## config.mk

```make
export PLATFORM = sky130hd
export DESIGN_NAME = vsc_top
export DESIGN_NICKNAME = d
export VERILOG_FILES = /design/src/rtl/vsc_pkg.sv /design/src/rtl/vsc_ramp.sv /design/src/rtl/vsc_top.sv
export VERILOG_INCLUDE_DIRS = /design/src /design/src/rtl
export SDC_FILE = /design/constraint.sdc
export NUM_CORES = 2
export LEC_CHECK = 0
export BUFFER_PORTS_ARGS = -buffer_cell sky130_fd_sc_hd__buf_4
export CAP_MARGIN = 15
export CORE_MARGIN = 2
export CORE_UTILIZATION = 53
export CTS_BUF_LIST = sky130_fd_sc_hd__clkbuf_4
export DETAILED_ROUTE_END_ITERATION = 8
export PLACE_DENSITY = 0.69
export SLEW_MARGIN = 15
export SYNTH_ARGS = -nofsm -noshare
export SYNTH_HDL_FRONTEND = slang
export SYNTH_SLANG_ARGS = --single-unit
```

## constraint.sdc

```tcl
create_clock -name clock_i -period 27.8 [get_ports clock_i]
set_input_delay 2.78 -clock clock_i [delete_from_list [all_inputs] [get_ports clock_i]]
set_output_delay 2.78 -clock clock_i [all_outputs]
set_load 0.01 [all_outputs]
```

## src/rtl/vsc_defines.svh

```systemverilog
/*
 * constants for the valve set-point conditioning block.
 * assumes a 200 MHz clock and signed 16-bit normalised samples.
 */
`ifndef VSC_DEFINES_SVH
`define VSC_DEFINES_SVH

`define VSC_CLK_HZ 200_000_000
// sampling tick period in microseconds and its cycle count
`define VSC_TICK_US 1000
`define VSC_TICK_CYC ((`VSC_CLK_HZ / 1_000_000) * `VSC_TICK_US)
// full scale of one polarity in normalised units
`define VSC_FS 16'sh7FFF
// ramp rate in percent per second; top value disables limiting
`define VSC_RATE_MAX 14'h2710
// per-tick step for 1 %/s scaled by 2^16, full scale 32767, 1 ms tick
`define VSC_STEP_PER_PCT 32'h0000_5400
// 4-20 mA: 3.5 mA loss threshold in raw signed units (20 mA = 7FFF)
`define VSC_LOS_RAW 16'sh1666
// 4 mA offset and 2 V offset in raw units
`define VSC_OFS_4MA 16'sh1999
`define VSC_OFS_2V 16'sh1999
// register offsets
`define VSC_REG_CFG 4'h0
`define VSC_REG_THR 4'h1
`define VSC_REG_RISE_A 4'h2
`define VSC_REG_FALL_A 4'h3
`define VSC_REG_RISE_B 4'h4
`define VSC_REG_FALL_B 4'h5
`define VSC_REG_MIN_A 4'h6
`define VSC_REG_MIN_B 4'h7
`define VSC_REG_GAIN_A 4'h8
`define VSC_REG_GAIN_B 4'h9
`define VSC_REG_STAT 4'hA
`define VSC_REG_OUT_A 4'hB
`define VSC_REG_OUT_B 4'hC
// cfg field layout
`define VSC_CFG_MODE_LSB 0
`define VSC_CFG_CMD_LSB 4
`define VSC_CFG_EXT_LSB 8
// reset defaults
`define VSC_THR_RST 8'h00
`define VSC_GAIN_RST 16'h0100

`endif

```

## src/rtl/vsc_pkg.sv

```systemverilog
/*
 * types for the valve set-point conditioning block.
 * assumes vsc_defines.svh for numeric constants.
 */
package vsc_pkg;
    typedef enum logic [2:0] {
        VSC_OPEN_AB, VSC_OPEN_A, VSC_OPEN_B, VSC_CLOSED_POS, VSC_CLOSED_EXT, VSC_CASCADE
    } vsc_mode_t;
    typedef enum logic [2:0] {
        VSC_CMD_BIP_V, VSC_CMD_UNI_V, VSC_CMD_BIP_MA, VSC_CMD_0_20MA, VSC_CMD_4_20MA
    } vsc_cmd_t;
    typedef enum logic [1:0] {
        VSC_EXT_0_10V, VSC_EXT_2_10V, VSC_EXT_0_20MA, VSC_EXT_4_20MA
    } vsc_ext_t;
    typedef enum logic [1:0] {
        VSC_ST_LOAD, VSC_ST_RUN
    } vsc_state_t;
endpackage

```

## src/rtl/vsc_ramp.sv

```systemverilog
/*
 * rate limiter for one solenoid side: steps toward target once per tick.
 * assumes tick is a one-cycle enable and rates are in percent per second.
 */
`timescale 1ns/10ps
`include "vsc_defines.svh"
module vsc_ramp (
    input wire logic clock_i,
    input wire logic reset_n_i,
    input wire logic tick_i,
    input wire logic [15:0] target_i,
    input wire logic [13:0] rise_i,
    input wire logic [13:0] fall_i,
    output logic [15:0] level_o
);
    logic [31:0] acc_r;
    logic [31:0] acc_nxt;
    logic [31:0] tgt;
    logic [31:0] step;

    function automatic logic [31:0] rate_step(input logic [13:0] rate);
        rate_step = 32'(rate) * `VSC_STEP_PER_PCT;
    endfunction

    always_comb begin
        tgt = {target_i, 16'h0000};
        acc_nxt = acc_r;
        step = 32'h0000_0000;
        if (tgt > acc_r) begin
            step = rate_step(rise_i);
            // max setting bypasses limiting
            if (rise_i >= `VSC_RATE_MAX) begin
                acc_nxt = tgt;
            end else if (tick_i) begin
                // last step clamps at target, never between ticks
                acc_nxt = (tgt - acc_r <= step) ? tgt : acc_r + step;
            end
        end else if (tgt < acc_r) begin
            step = rate_step(fall_i);
            if (fall_i >= `VSC_RATE_MAX) begin
                acc_nxt = tgt;
            end else if (tick_i) begin
                acc_nxt = (acc_r - tgt <= step) ? tgt : acc_r - step;
            end
        end
    end

    always_ff @(posedge clock_i or negedge reset_n_i) begin
        if (!reset_n_i) begin
            acc_r <= 32'h0000_0000;
        end else begin
            acc_r <= acc_nxt;
        end
    end

    assign level_o = acc_r[31:16];
endmodule

```

## src/rtl/vsc_top.sv

```systemverilog
/*
 * set-point conditioning: input scaling, loss detect, dead band, ramps,
 * open-loop coil current set points and register port.
 * assumes command and feedback arrive as asynchronous signed 16-bit samples
 * from an adc, and nonvolatile settings are presented on nv_* at reset.
 */
// Operation
// - open loop supports two-solenoid, side-A only and side-B only valves
// - open loop drives coil current roughly proportional to set point
// - closed loop on spool position, external feedback, or cascade
// - command type: bipolar V, 0-10 V, bipolar mA, 0-20 mA, 4-20 mA
// - bipolar on two solenoids: negative to side B, positive to side A
// - 4-20 mA below 3.5 mA flags error, lights led, centres valve
// - external feedback type selectable, default 0-10 V
// - new feedback type takes effect only after power cycle
// - dead band is percent of one-polarity full scale, no reaction below
// - dead band acts in every configuration
// - four independent ramp rates, rise and fall per side
// - ramps turn steps into constant-rate changes, open and closed loop
// - ramp slope independent of input type or range
// - 10000 %/s means no limiting and is the reset default
// - ramp output changes at constant rate until it reaches target
// - configuration change valid only after power cycle; command type here applies at once
// - open-loop coil current is min plus gain times command above threshold
`timescale 1ns/10ps
`include "vsc_defines.svh"
module vsc_top
    import vsc_pkg::*;
(
    input wire logic clock_i,
    input wire logic reset_n_i,
    input wire logic nv_valid_i,
    input wire vsc_pkg::vsc_mode_t nv_mode_i,
    input wire vsc_pkg::vsc_cmd_t nv_cmd_i,
    input wire vsc_pkg::vsc_ext_t nv_ext_i,
    input wire logic [15:0] cmd_raw_i,
    input wire logic [15:0] ext_raw_i,
    input wire logic [3:0] addr_i,
    input wire logic [31:0] wdata_i,
    input wire logic wr_i,
    input wire logic rd_i,
    output logic [31:0] rdata_o,
    output logic [15:0] set_point_o,
    output logic [15:0] ext_fb_o,
    output logic [15:0] coil_a_o,
    output logic [15:0] coil_b_o,
    output logic closed_loop_o,
    output logic cascade_o,
    output logic error_led_o,
    output logic ready_o
);
    import vsc_pkg::*;

    // input synchronisers
    logic [15:0] cmd_s1_r, cmd_s2_r, ext_s1_r, ext_s2_r;
    logic nv_s1_r, nv_s2_r;
    always_ff @(posedge clock_i or negedge reset_n_i) begin
        if (!reset_n_i) begin
            cmd_s1_r <= 16'h0000;
            cmd_s2_r <= 16'h0000;
            ext_s1_r <= 16'h0000;
            ext_s2_r <= 16'h0000;
            nv_s1_r <= 1'b0;
            nv_s2_r <= 1'b0;
        end else begin
            cmd_s1_r <= cmd_raw_i;
            cmd_s2_r <= cmd_s1_r;
            ext_s1_r <= ext_raw_i;
            ext_s2_r <= ext_s1_r;
            nv_s1_r <= nv_valid_i;
            nv_s2_r <= nv_s1_r;
        end
    end

    // settings
    vsc_state_t state_r, state_nxt;
    vsc_mode_t mode_r, mode_nxt, mode_pend_r, mode_pend_nxt;
    vsc_cmd_t cmd_r, cmd_nxt;
    vsc_ext_t ext_r, ext_nxt, ext_pend_r, ext_pend_nxt;
    logic [7:0] thr_r, thr_nxt;
    logic [13:0] rate_r [4];
    logic [13:0] rate_nxt [4];
    logic [15:0] min_a_r, min_a_nxt, min_b_r, min_b_nxt;
    logic [15:0] gain_a_r, gain_a_nxt, gain_b_r, gain_b_nxt;
    logic [31:0] rdata_r, rdata_nxt;
    logic err_r, err_nxt;

    function automatic logic [3:0] reg_sel(input logic [3:0] a);
        reg_sel = a;
    endfunction

    always_comb begin
        state_nxt = state_r;
        mode_nxt = mode_r;
        mode_pend_nxt = mode_pend_r;
        cmd_nxt = cmd_r;
        ext_nxt = ext_r;
        ext_pend_nxt = ext_pend_r;
        thr_nxt = thr_r;
        rate_nxt = rate_r;
        min_a_nxt = min_a_r;
        min_b_nxt = min_b_r;
        gain_a_nxt = gain_a_r;
        gain_b_nxt = gain_b_r;
        rdata_nxt = 32'h0000_0000;
        case (state_r)
            VSC_ST_LOAD: begin
                if (nv_s2_r) begin
                    // power-up load from nonvolatile store
                    mode_nxt = nv_mode_i;
                    mode_pend_nxt = nv_mode_i;
                    cmd_nxt = nv_cmd_i;
                    ext_nxt = nv_ext_i;
                    ext_pend_nxt = nv_ext_i;
                    state_nxt = VSC_ST_RUN;
                end
            end
            VSC_ST_RUN: begin
                if (wr_i) begin
                    case (reg_sel(addr_i))
                        `VSC_REG_CFG: begin
                            // mode and feedback type only staged until power cycle
                            mode_pend_nxt = vsc_mode_t'(wdata_i[`VSC_CFG_MODE_LSB +: 3]);
                            cmd_nxt = vsc_cmd_t'(wdata_i[`VSC_CFG_CMD_LSB +: 3]);
                            ext_pend_nxt = vsc_ext_t'(wdata_i[`VSC_CFG_EXT_LSB +: 2]);
                        end
                        `VSC_REG_THR: thr_nxt = wdata_i[7:0];
                        `VSC_REG_RISE_A: rate_nxt[0] = wdata_i[13:0];
                        `VSC_REG_FALL_A: rate_nxt[1] = wdata_i[13:0];
                        `VSC_REG_RISE_B: rate_nxt[2] = wdata_i[13:0];
                        `VSC_REG_FALL_B: rate_nxt[3] = wdata_i[13:0];
                        `VSC_REG_MIN_A: min_a_nxt = wdata_i[15:0];
                        `VSC_REG_MIN_B: min_b_nxt = wdata_i[15:0];
                        `VSC_REG_GAIN_A: gain_a_nxt = wdata_i[15:0];
                        `VSC_REG_GAIN_B: gain_b_nxt = wdata_i[15:0];
                        default: begin
                        end
                    endcase
                end
            end
            default: state_nxt = VSC_ST_LOAD;
        endcase
        if (rd_i) begin
            case (reg_sel(addr_i))
                `VSC_REG_CFG: rdata_nxt = {22'h0, ext_pend_r, 1'b0, cmd_r, 1'b0, mode_pend_r};
                `VSC_REG_THR: rdata_nxt = {24'h0, thr_r};
                `VSC_REG_RISE_A: rdata_nxt = {18'h0, rate_r[0]};
                `VSC_REG_FALL_A: rdata_nxt = {18'h0, rate_r[1]};
                `VSC_REG_RISE_B: rdata_nxt = {18'h0, rate_r[2]};
                `VSC_REG_FALL_B: rdata_nxt = {18'h0, rate_r[3]};
                `VSC_REG_MIN_A: rdata_nxt = {16'h0, min_a_r};
                `VSC_REG_MIN_B: rdata_nxt = {16'h0, min_b_r};
                `VSC_REG_GAIN_A: rdata_nxt = {16'h0, gain_a_r};
                `VSC_REG_GAIN_B: rdata_nxt = {16'h0, gain_b_r};
                `VSC_REG_STAT: rdata_nxt = {22'h0, ext_r, 1'b0, mode_r, 2'h0, state_r == VSC_ST_RUN,
                    err_r};
                `VSC_REG_OUT_A: rdata_nxt = {16'h0, coil_a_o};
                `VSC_REG_OUT_B: rdata_nxt = {16'h0, coil_b_o};
                default: rdata_nxt = 32'h0000_0000;
            endcase
        end
    end

    always_ff @(posedge clock_i or negedge reset_n_i) begin
        if (!reset_n_i) begin
            state_r <= VSC_ST_LOAD;
            mode_r <= VSC_OPEN_AB;
            mode_pend_r <= VSC_OPEN_AB;
            cmd_r <= VSC_CMD_BIP_V;
            ext_r <= VSC_EXT_0_10V;
            ext_pend_r <= VSC_EXT_0_10V;
            thr_r <= `VSC_THR_RST;
            for (int i = 0; i < 4; i++) begin
                rate_r[i] <= `VSC_RATE_MAX;
            end
            min_a_r <= 16'h0000;
            min_b_r <= 16'h0000;
            gain_a_r <= `VSC_GAIN_RST;
            gain_b_r <= `VSC_GAIN_RST;
            rdata_r <= 32'h0000_0000;
        end else begin
            state_r <= state_nxt;
            mode_r <= mode_nxt;
            mode_pend_r <= mode_pend_nxt;
            cmd_r <= cmd_nxt;
            ext_r <= ext_nxt;
            ext_pend_r <= ext_pend_nxt;
            thr_r <= thr_nxt;
            rate_r <= rate_nxt;
            min_a_r <= min_a_nxt;
            min_b_r <= min_b_nxt;
            gain_a_r <= gain_a_nxt;
            gain_b_r <= gain_b_nxt;
            rdata_r <= rdata_nxt;
        end
    end

    // sampling tick divider
    logic [17:0] tick_cnt_r, tick_cnt_nxt;
    logic tick;
    always_comb begin
        tick = (tick_cnt_r == 18'(`VSC_TICK_CYC - 1));
        tick_cnt_nxt = tick ? 18'h0_0000 : tick_cnt_r + 18'h0_0001;
    end
    always_ff @(posedge clock_i or negedge reset_n_i) begin
        if (!reset_n_i) begin
            tick_cnt_r <= 18'h0_0000;
        end else begin
            tick_cnt_r <= tick_cnt_nxt;
        end
    end

    // scaling to a signed set point, full scale 7FFF one polarity
    logic signed [15:0] raw, sp, thr_abs;
    logic signed [31:0] thr_prod;
    logic [15:0] tgt_a, tgt_b, ramp_a, ramp_b, mag;
    logic los;
    always_comb begin
        raw = signed'(cmd_s2_r);
        los = 1'b0;
        case (cmd_r)
            VSC_CMD_BIP_V, VSC_CMD_BIP_MA: sp = raw;
            VSC_CMD_UNI_V, VSC_CMD_0_20MA: sp = (raw < 0) ? 16'sh0000 : raw;
            VSC_CMD_4_20MA: begin
                los = raw < `VSC_LOS_RAW;
                sp = (raw < `VSC_OFS_4MA) ? 16'sh0000 :
                    16'(((32'(raw) - 32'(`VSC_OFS_4MA)) * 32'sd5) >>> 2);
            end
            default: sp = 16'sh0000;
        endcase
        if (los) begin
            sp = 16'sh0000;
        end
        thr_prod = 32'(`VSC_FS) * 32'(thr_r) / 32'sd100;
        thr_abs = 16'(thr_prod);
        // dead band in every mode
        if (sp < thr_abs && sp > -thr_abs) begin
            sp = 16'sh0000;
        end
        mag = (sp < 0) ? 16'(-sp) : 16'(sp);
        tgt_a = 16'h0000;
        tgt_b = 16'h0000;
        case (mode_r)
            VSC_OPEN_A: tgt_a = mag;
            VSC_OPEN_B: tgt_b = mag;
            default: begin
                if (sp > 0) begin
                    tgt_a = mag;
                end else begin
                    tgt_b = mag;
                end
            end
        endcase
    end

    vsc_ramp u_ramp_a (
        .clock_i(clock_i),
        .reset_n_i(reset_n_i),
        .tick_i(tick),
        .target_i(tgt_a),
        .rise_i(rate_r[0]),
        .fall_i(rate_r[1]),
        .level_o(ramp_a)
    );
    vsc_ramp u_ramp_b (
        .clock_i(clock_i),
        .reset_n_i(reset_n_i),
        .tick_i(tick),
        .target_i(tgt_b),
        .rise_i(rate_r[2]),
        .fall_i(rate_r[3]),
        .level_o(ramp_b)
    );

    function automatic logic [15:0] coil(input logic [15:0] lvl, input logic [15:0] mn,
                                         input logic [15:0] g);
        logic [31:0] c;
        c = 32'(mn) + ((32'(lvl) * 32'(g)) >> 8);
        coil = (lvl == 16'h0000) ? 16'h0000 : (c > 32'h0000_FFFF) ? 16'hFFFF : c[15:0];
    endfunction

    // output stage
    logic [15:0] coil_a_r, coil_b_r, sp_r, ext_fb_r;
    logic cl_r, cas_r, rdy_r;
    logic signed [15:0] ext_v;
    logic signed [15:0] sp_out;
    always_comb begin
        err_nxt = los && state_r == VSC_ST_RUN;
        ext_v = signed'(ext_s2_r);
        case (ext_r)
            VSC_EXT_2_10V, VSC_EXT_4_20MA:
                ext_v = (ext_v < `VSC_OFS_2V) ? 16'sh0000 :
                    16'(((32'(ext_v) - 32'(`VSC_OFS_2V)) * 32'sd5) >>> 2);
            default: ext_v = (ext_v < 0) ? 16'sh0000 : ext_v;
        endcase
        sp_out = signed'(ramp_a) - signed'(ramp_b);
    end
    always_ff @(posedge clock_i or negedge reset_n_i) begin
        if (!reset_n_i) begin
            coil_a_r <= 16'h0000;
            coil_b_r <= 16'h0000;
            sp_r <= 16'h0000;
            ext_fb_r <= 16'h0000;
            cl_r <= 1'b0;
            cas_r <= 1'b0;
            rdy_r <= 1'b0;
            err_r <= 1'b0;
        end else begin
            rdy_r <= state_r == VSC_ST_RUN;
            err_r <= err_nxt;
            sp_r <= (state_r == VSC_ST_RUN) ? sp_out : 16'h0000;
            ext_fb_r <= ext_v;
            cl_r <= mode_r == VSC_CLOSED_POS || mode_r == VSC_CLOSED_EXT
                || mode_r == VSC_CASCADE;
            cas_r <= mode_r == VSC_CASCADE;
            if (state_r == VSC_ST_RUN && mode_r <= VSC_OPEN_B) begin
                coil_a_r <= coil(ramp_a, min_a_r, gain_a_r);
                coil_b_r <= coil(ramp_b, min_b_r, gain_b_r);
            end else begin
                coil_a_r <= 16'h0000;
                coil_b_r <= 16'h0000;
            end
        end
    end

    assign rdata_o = rdata_r;
    assign set_point_o = sp_r;
    assign ext_fb_o = ext_fb_r;
    assign coil_a_o = coil_a_r;
    assign coil_b_o = coil_b_r;
    assign closed_loop_o = cl_r;
    assign cascade_o = cas_r;
    assign error_led_o = err_r;
    assign ready_o = rdy_r;
endmodule
```

Yosys cells after proc, flatten, opt, wreduce, memory -nomap -nowiden
Cells that the tools add are included.
{ "classes": {"addsub": 16, "mul": 9, "n_div": 1, "magnitude_cmp": 24, "eq_ne": 30, "mux": 54, "bitwise": 1, "reduce_logical": 32} }
{ "ops": {"columns": ["op", "n"], "rows": [
  ["32-bit 2-to-1 mux", 16],
  ["16-bit 2-to-1 mux", 18],
  ["16-bit case mux with 13 select lines", 1],
  ["32-bit by 29-bit less-or-equal comparator with 1-bit output", 4],
  ["32-bit subtractor", 4],
  ["14-bit by 5-bit multiplier with 19-bit output, second input constant", 4],
  ["32-bit by 29-bit adder with 32-bit output", 2],
  ["32-bit greater-than comparator", 2],
  ["32-bit < comparator", 2],
  ["16-bit by 16-bit multiplier with 32-bit output", 2],
  ["16-bit case mux with 2 select lines", 2],
  ["32-bit by 29-bit subtractor with 32-bit output", 2],
  ["14-bit greater-or-equal comparator, second input constant", 4],
  ["16-bit by 24-bit adder with 25-bit output", 2],
  ["25-bit by 16-bit greater-than comparator with 1-bit output, second input constant", 2],
  ["16-bit by 1-bit < comparator with 1-bit output, second input constant", 3],
  ["16-bit by 14-bit < comparator with 1-bit output, second input constant", 3],
  ["16-bit case mux with 3 select lines", 1],
  ["17-bit by 4-bit multiplier with 18-bit output, second input constant", 2],
  ["16-bit by 14-bit subtractor with 17-bit output, second input constant", 2],
  ["3-bit AND reduction", 11],
  ["23-bit by 7-bit divider with 32-bit output, second input constant", 1],
  ["16-bit zero test", 2],
  ["16-bit negator", 2],
  ["other kinds (37)", 73]
]} }
{ "word_totals": {"reg_bits": 391, "in_bits": 81, "output_inout_bits": 100, "wordCells": 200} }

Depth between registers and ports, before layout
{ "depth": {"word_depth": 19, "mapped_depth": 121, "ltp_nobuf": 108} }

By module
A second synthesis with hierarchy kept.
{ "unflattened": {"hier_cells": 6545, "area_unflattened_um2": 56500.4} }
{ "modules_own_cells": {"columns": ["mod", "instances", "cells_each", "area_each_um2", "seq_area_each_um2"], "rows": [
  ["vsc_top", 1, 4297, 39316.5, 7785.0],
  ["vsc_ramp", 2, 1124, 8592.0, 550.5]
]} }

Least setup slack after synthesis
Ideal clock, no wire load.
{ "synth_timing": {"path_kind": "register to register", "start": "reg thr_r[5]", "end": "reg u_ramp_b.acc_r[24]", "setup_ns": 0.133, "arrival_time_ns": 21.403, "required_ns": 27.667, "path_slack_ns": 6.264, "stages_incl_launch_ff": 114, "n_path_buf": 10, "period_less_slack_ns": 21.536, "path_cell_list": "dfrtp_1 -> fa_1 -> inv_1 -> fa_1 -> inv_1 -> fa_1 -> inv_1 -> fa_1 -> inv_1 -> ha_1 -> buf_2 -> nand2_1 -> o21bai_2 -> a211oi_1 -> or3_1 -> and4_1 -> buf_2 -> o41a_1 -> [... 78 more ...] -> nor2_1 -> inv_1 -> a21o_1 -> a21oi_1 -> xnor2_1 -> ha_1 -> a21o_1 -> a21oi_1 -> o21ai_0 -> a21oi_1 -> a21oi_1 -> o311a_1 -> clkbuf_1 -> clkbuf_1 -> a22oi_1 -> o21ai_0 -> nor2_1 -> a21oi_1"} }
{ "synth_between": {"elab_chain_cells": 17, "elab_cells_between_ends": 31, "cone_classes": "add/sub (4); mul (1); div (1); order compare (8); eq/ne (1); mux (12); reduce/logical (4)"} }
{ "synth_lines": {"columns": ["element", "line_no", "rtl"], "rows": [
  ["from (decl)", "vsc_top.sv:80", "logic [7:0] thr_r, thr_nxt;"],
  ["from (signal assigned)", "vsc_top.sv:172", "thr_r <= `VSC_THR_RST;"],
  ["from (signal assigned)", "vsc_top.sv:188", "thr_r <= thr_nxt;"],
  ["15-bit by 8-bit multiplier with 23-bit output *", "vsc_top.sv:234", "thr_prod = 32'(`VSC_FS) * 32'(thr_r) / 32'sd100;"],
  ["23-bit by 7-bit divider with 32-bit output *", "vsc_top.sv:234", null],
  ["16-bit negator", "vsc_top.sv:237", "if (sp < thr_abs && sp > -thr_abs) begin"],
  ["16-bit greater-than comparator", "vsc_top.sv:237", null],
  ["1-bit logical AND *", "vsc_top.sv:237", null],
  ["16-bit 2-to-1 mux *", "vsc_top.sv:237", null],
  ["16-bit negator or 16-bit by 1-bit < comparator with 1-bit output (tied branches)", "vsc_top.sv:240", "mag = (sp < 0) ? 16'(-sp) : 16'(sp);"],
  ["16-bit 2-to-1 mux", "vsc_top.sv:240", null],
  ["16-bit 2-to-1 mux", "vsc_top.sv:247", "if (sp > 0) begin"],
  ["16-bit case mux with 2 select lines *", "vsc_top.sv:243", "case (mode_r)"],
  ["32-bit subtractor", "vsc_ramp.sv:43", "acc_nxt = (acc_r - tgt <= step) ? tgt : acc_r - step;"],
  ["32-bit by 29-bit less-or-equal comparator with 1-bit output", "vsc_ramp.sv:43", null],
  ["32-bit 2-to-1 mux", "vsc_ramp.sv:43", null],
  ["32-bit 2-to-1 mux", "vsc_ramp.sv:42", "end else if (tick_i) begin"],
  ["32-bit 2-to-1 mux", "vsc_ramp.sv:40", "if (fall_i >= `VSC_RATE_MAX) begin"],
  ["32-bit 2-to-1 mux", "vsc_ramp.sv:38", "end else if (tgt < acc_r) begin"],
  ["32-bit 2-to-1 mux", "vsc_ramp.sv:29", "if (tgt > acc_r) begin"],
  ["to (signal assigned)", "vsc_ramp.sv:52", "acc_r <= acc_nxt;"],
  ["to (decl)", "vsc_ramp.sv:16", "logic [31:0] acc_r;"]
]} }
Mark *: on every way between the ends. The rest lies on a longest branch, timed or not. The select of a mux whose other input is x is not followed.
A chain may end at the register's enable or synchronous reset.

Final worst setup path
{ "layout_timing": {"start": "reg thr_r[5]", "end": "reg u_ramp_a.acc_r[27]"} }
{ "layout_between": {"elab_chain_cells": 17, "elab_cells_between_ends": 31, "cone_classes": "add/sub (4); mul (1); div (1); order compare (8); eq/ne (1); mux (12); reduce/logical (4)"} }
{ "layout_lines": {"columns": ["element", "line_no"], "rows": [
  ["15-bit by 8-bit multiplier with 23-bit output *", "vsc_top.sv:234"],
  ["23-bit by 7-bit divider with 32-bit output *", "vsc_top.sv:234"],
  ["16-bit negator", "vsc_top.sv:237"],
  ["16-bit greater-than comparator", "vsc_top.sv:237"],
  ["1-bit logical AND *", "vsc_top.sv:237"],
  ["16-bit 2-to-1 mux *", "vsc_top.sv:237"],
  ["16-bit negator or 16-bit by 1-bit < comparator with 1-bit output (tied branches)", "vsc_top.sv:240"],
  ["16-bit 2-to-1 mux", "vsc_top.sv:240"],
  ["16-bit 2-to-1 mux", "vsc_top.sv:247"],
  ["16-bit case mux with 2 select lines *", "vsc_top.sv:243"],
  ["32-bit subtractor", "vsc_ramp.sv:43"],
  ["32-bit by 29-bit less-or-equal comparator with 1-bit output", "vsc_ramp.sv:43"],
  ["32-bit 2-to-1 mux", "vsc_ramp.sv:43"],
  ["32-bit 2-to-1 mux", "vsc_ramp.sv:42"],
  ["32-bit 2-to-1 mux", "vsc_ramp.sv:40"],
  ["32-bit 2-to-1 mux", "vsc_ramp.sv:38"],
  ["32-bit 2-to-1 mux", "vsc_ramp.sv:29"],
  ["to (signal assigned)", "vsc_ramp.sv:52"],
  ["to (decl)", "vsc_ramp.sv:16"]
]} }
Marks and branches as above.

==> flow_metrics.env <==
export IMPL_coreArea_mm2=0.101
export IMPL_ys_ff_latch=354
export IMPL_antenna_left=0
export IMPL_cts_tree="done"
export IMPL_fin_crit_ps=25830
export IMPL_syn_mean_instance_area_um2=8.67
export IMPL_dr_pass1_iters=8
export IMPL_worstSetupPathType="reg -> reg"
export IMPL_worstSetupEndpointType="flop"
export IMPL_finalSetupViolCount=0
export IMPL_startpoint="thr_r[5]$_DFFE_PN0P_"
export IMPL_grt_use_total=0.311
export IMPL_layoutNonFillerInstCount=7759
export IMPL_grt_pass1_vias=45318
export IMPL_drc_errors=0
export IMPL_hold_class="reg -> reg"
export IMPL_h_tree_depth=3
export IMPL_wl_mm=161
export IMPL_nNetsFinal=7616
export IMPL_layout_common_cells="inv_1 (937), ha_1 (768), nand2_1 (564)"
export IMPL_slowest_stage="fa_1"
export IMPL_crit_path_max_fanout=13
export IMPL_via_per_inst=5.87
export IMPL_worstPathArrival_ps=26620
export IMPL_status="completed"
export IMPL_cpPeakStageDelay_ps=770
export IMPL_worstRegToRegCells=105
export IMPL_drv_slew=0
export IMPL_timing_rr_start="thr_r[5]$_DFFE_PN0P_"
export IMPL_chipHeight_um=323
export IMPL_cpLargestDelayFamily="compound AO/OA/AOI/OAI gates"
export IMPL_final_common_cell="inv_1"
export IMPL_max_clock_path_buffers=3
export IMPL_slew_headroom=0.232
export IMPL_synth_distinct_cells=129
export IMPL_synth_area_mm2=0.0540
export IMPL_grt_pass1_wl_mm=252
export IMPL_required_ps=28590
export IMPL_grt_overflow_total=0
export IMPL_max_clock_freq_ghz=0.0387
export IMPL_finalHoldViolCount=0
export IMPL_die_x_um=323
export IMPL_holdWs_ps=348
export IMPL_rows=117
export IMPL_grt_max_degree=104
export IMPL_drive_gt1_frac=0.0995
export IMPL_io_buffers=148
export IMPL_cp_start_kind="flop"
export IMPL_ff2ff_setup_slack_ps=1970
export IMPL_syn2layout_area_growth_pct=7.22
export IMPL_reg2reg_to="u_ramp_a.acc_r[27]$_DFFE_PN0P_"
export IMPL_cts_num_sinks=354
export IMPL_num_vias=45558
export IMPL_die_area_mm2=0.104
export IMPL_syn_inst=6225
export IMPL_path_clk_slew_ps=60
export IMPL_finalCritPeriodShare=0.929
export IMPL_worst_pin_slew_ps=1140
export IMPL_worstHoldStart="cmd_s1_r[4]$_DFF_PN0_"
export IMPL_place_hpwl_mm=127
export IMPL_gp_congestion=0.977
export IMPL_num_io_pins=181
export IMPL_wl_per_cell_um=20.7
export IMPL_antenna_found_initial=6
export IMPL_hold_buffers=0
export IMPL_holdPathStages=0
export IMPL_finClkSkew_ps=94.5
export IMPL_worst_hold_path_endpoint="cmd_s2_r[4]$_DFF_PN0_"
export IMPL_dr_first_iter_drc_count=3491
export IMPL_synth_edf_count=0
export IMPL_initial_core_util=0.532
export IMPL_synthArstFlopShare=1.00
export IMPL_cp_num_buf_inv=10
export IMPL_synth_ff_type="dfrtp_1"
export IMPL_dp_cells=7564
export IMPL_max_cap_violations=0
export IMPL_cts_buffers=100
export IMPL_ys_seq_area_frac=0.165
export IMPL_ys_warnings_count=0
export IMPL_cts_root_buf="clkbuf_4"
export IMPL_clock_latency_ps=970
[cell usage after synthesis, types with 101 or more instances]
master,count,area (um2)
inv_1,937,3520
ha_1,769,9620
nand2_1,564,2120
fa_1,460,9210
a21oi_1,338,1690
dfrtp_1,332,8310
nor2_1,258,968
o21ai_0,242,1210
xnor2_1,234,2050
clkbuf_1,220,826
and2_1,217,1360
a21o_1,148,1110
xor2_1,135,1180
nor3_1,110,551
o21bai_1,101,758
[metrics by stage]
step	TNS [ps]	setup WS [ps]	area, um2	util
2_1_floorplan	0	6260	54100	-
3_3_place_gp	0	1570	56400	0.556
3_5_place_dp	0	1400	56400	0.556
4_1_cts	0	1280	57800	0.569
5_1_grt	-8.11	-8.11	57900	0.571
6_report	0	1970	57900	0.571
[kinds of logic after synthesis]
family	after synthesis	share of synthesized area
flip-flops	354	0.165
other	1	0.0000694
AO/OA/AOI/OAI	1387	0.175
AND/OR/NAND/NOR	1538	0.138
adder cells (fa/ha/maj)	1231	0.349
buffers and inverters	1215	0.0866
XOR/XNOR	374	0.0616
multiplexers	125	0.0256
[sequential cells by signal (all words and copies together), names as in the netlist, 2 cells and up]
register        cells
cmd_r               3
cmd_s1_r           16
cmd_s2_r           16
coil_a_o           16
coil_b_o           16
ext_fb_o           16
ext_pend_r          2
ext_r               2
ext_s1_r           16
ext_s2_r           16
gain_a_r           16
gain_b_r           16
min_a_r            16
min_b_r            16
mode_pend_r         3
mode_r              3
rate_r             56
rdata_o            16
set_point_o        16
thr_r               8
tick_cnt_r         18
u_ramp_a.acc_r     22
u_ramp_b.acc_r     22
[per-layer routing]
layer / part of all wire / global-route usage
met1: 0.42 / 0.415
met3: 0.080 / 0.0503
met5: 0.00014 / 0.000463
met4: 0.049 / 0.141
met2: 0.45 / 0.496
[cell type report]
cell class                 instances  area [um2]
inverter                         941        3530
timing repair buffer             238        1820
sequential                       354        8890
fill                            9338       43600
clock buffer                     143        1070
multi-input combinational       4671       40600
antenna                            2        5.00
tap                             1368        1710
clock inverter                    42         273
[repair_timing]
| item | 4_1_cts | 5_1_grt |
|---|---|---|
| endpoints found under the setup margin | 0 | 44 |
| buffers inserted | 0 | 7 |
| resized for setup | 0 | 11 |
[how the worst max path moves through the flow]
stage	endpoint	slack [ps]	cells after the start
global route	u_ramp_a.acc_r[29]$_DFFE_PN0P_	-8	106
floorplan	u_ramp_b.acc_r[24]$_DFFE_PN0P_	6260	113
detailed placement	u_ramp_a.acc_r[29]$_DFFE_PN0P_	1400	101
finish	u_ramp_a.acc_r[27]$_DFFE_PN0P_	1970	105
CTS	u_ramp_a.acc_r[29]$_DFFE_PN0P_	1280	101
global placement	u_ramp_a.acc_r[29]$_DFFE_PN0P_	1570	101
Power is left out: the tool's default activity adds up to more than one toggle a clock period on the data nets, which glitch-free logic cannot reach.
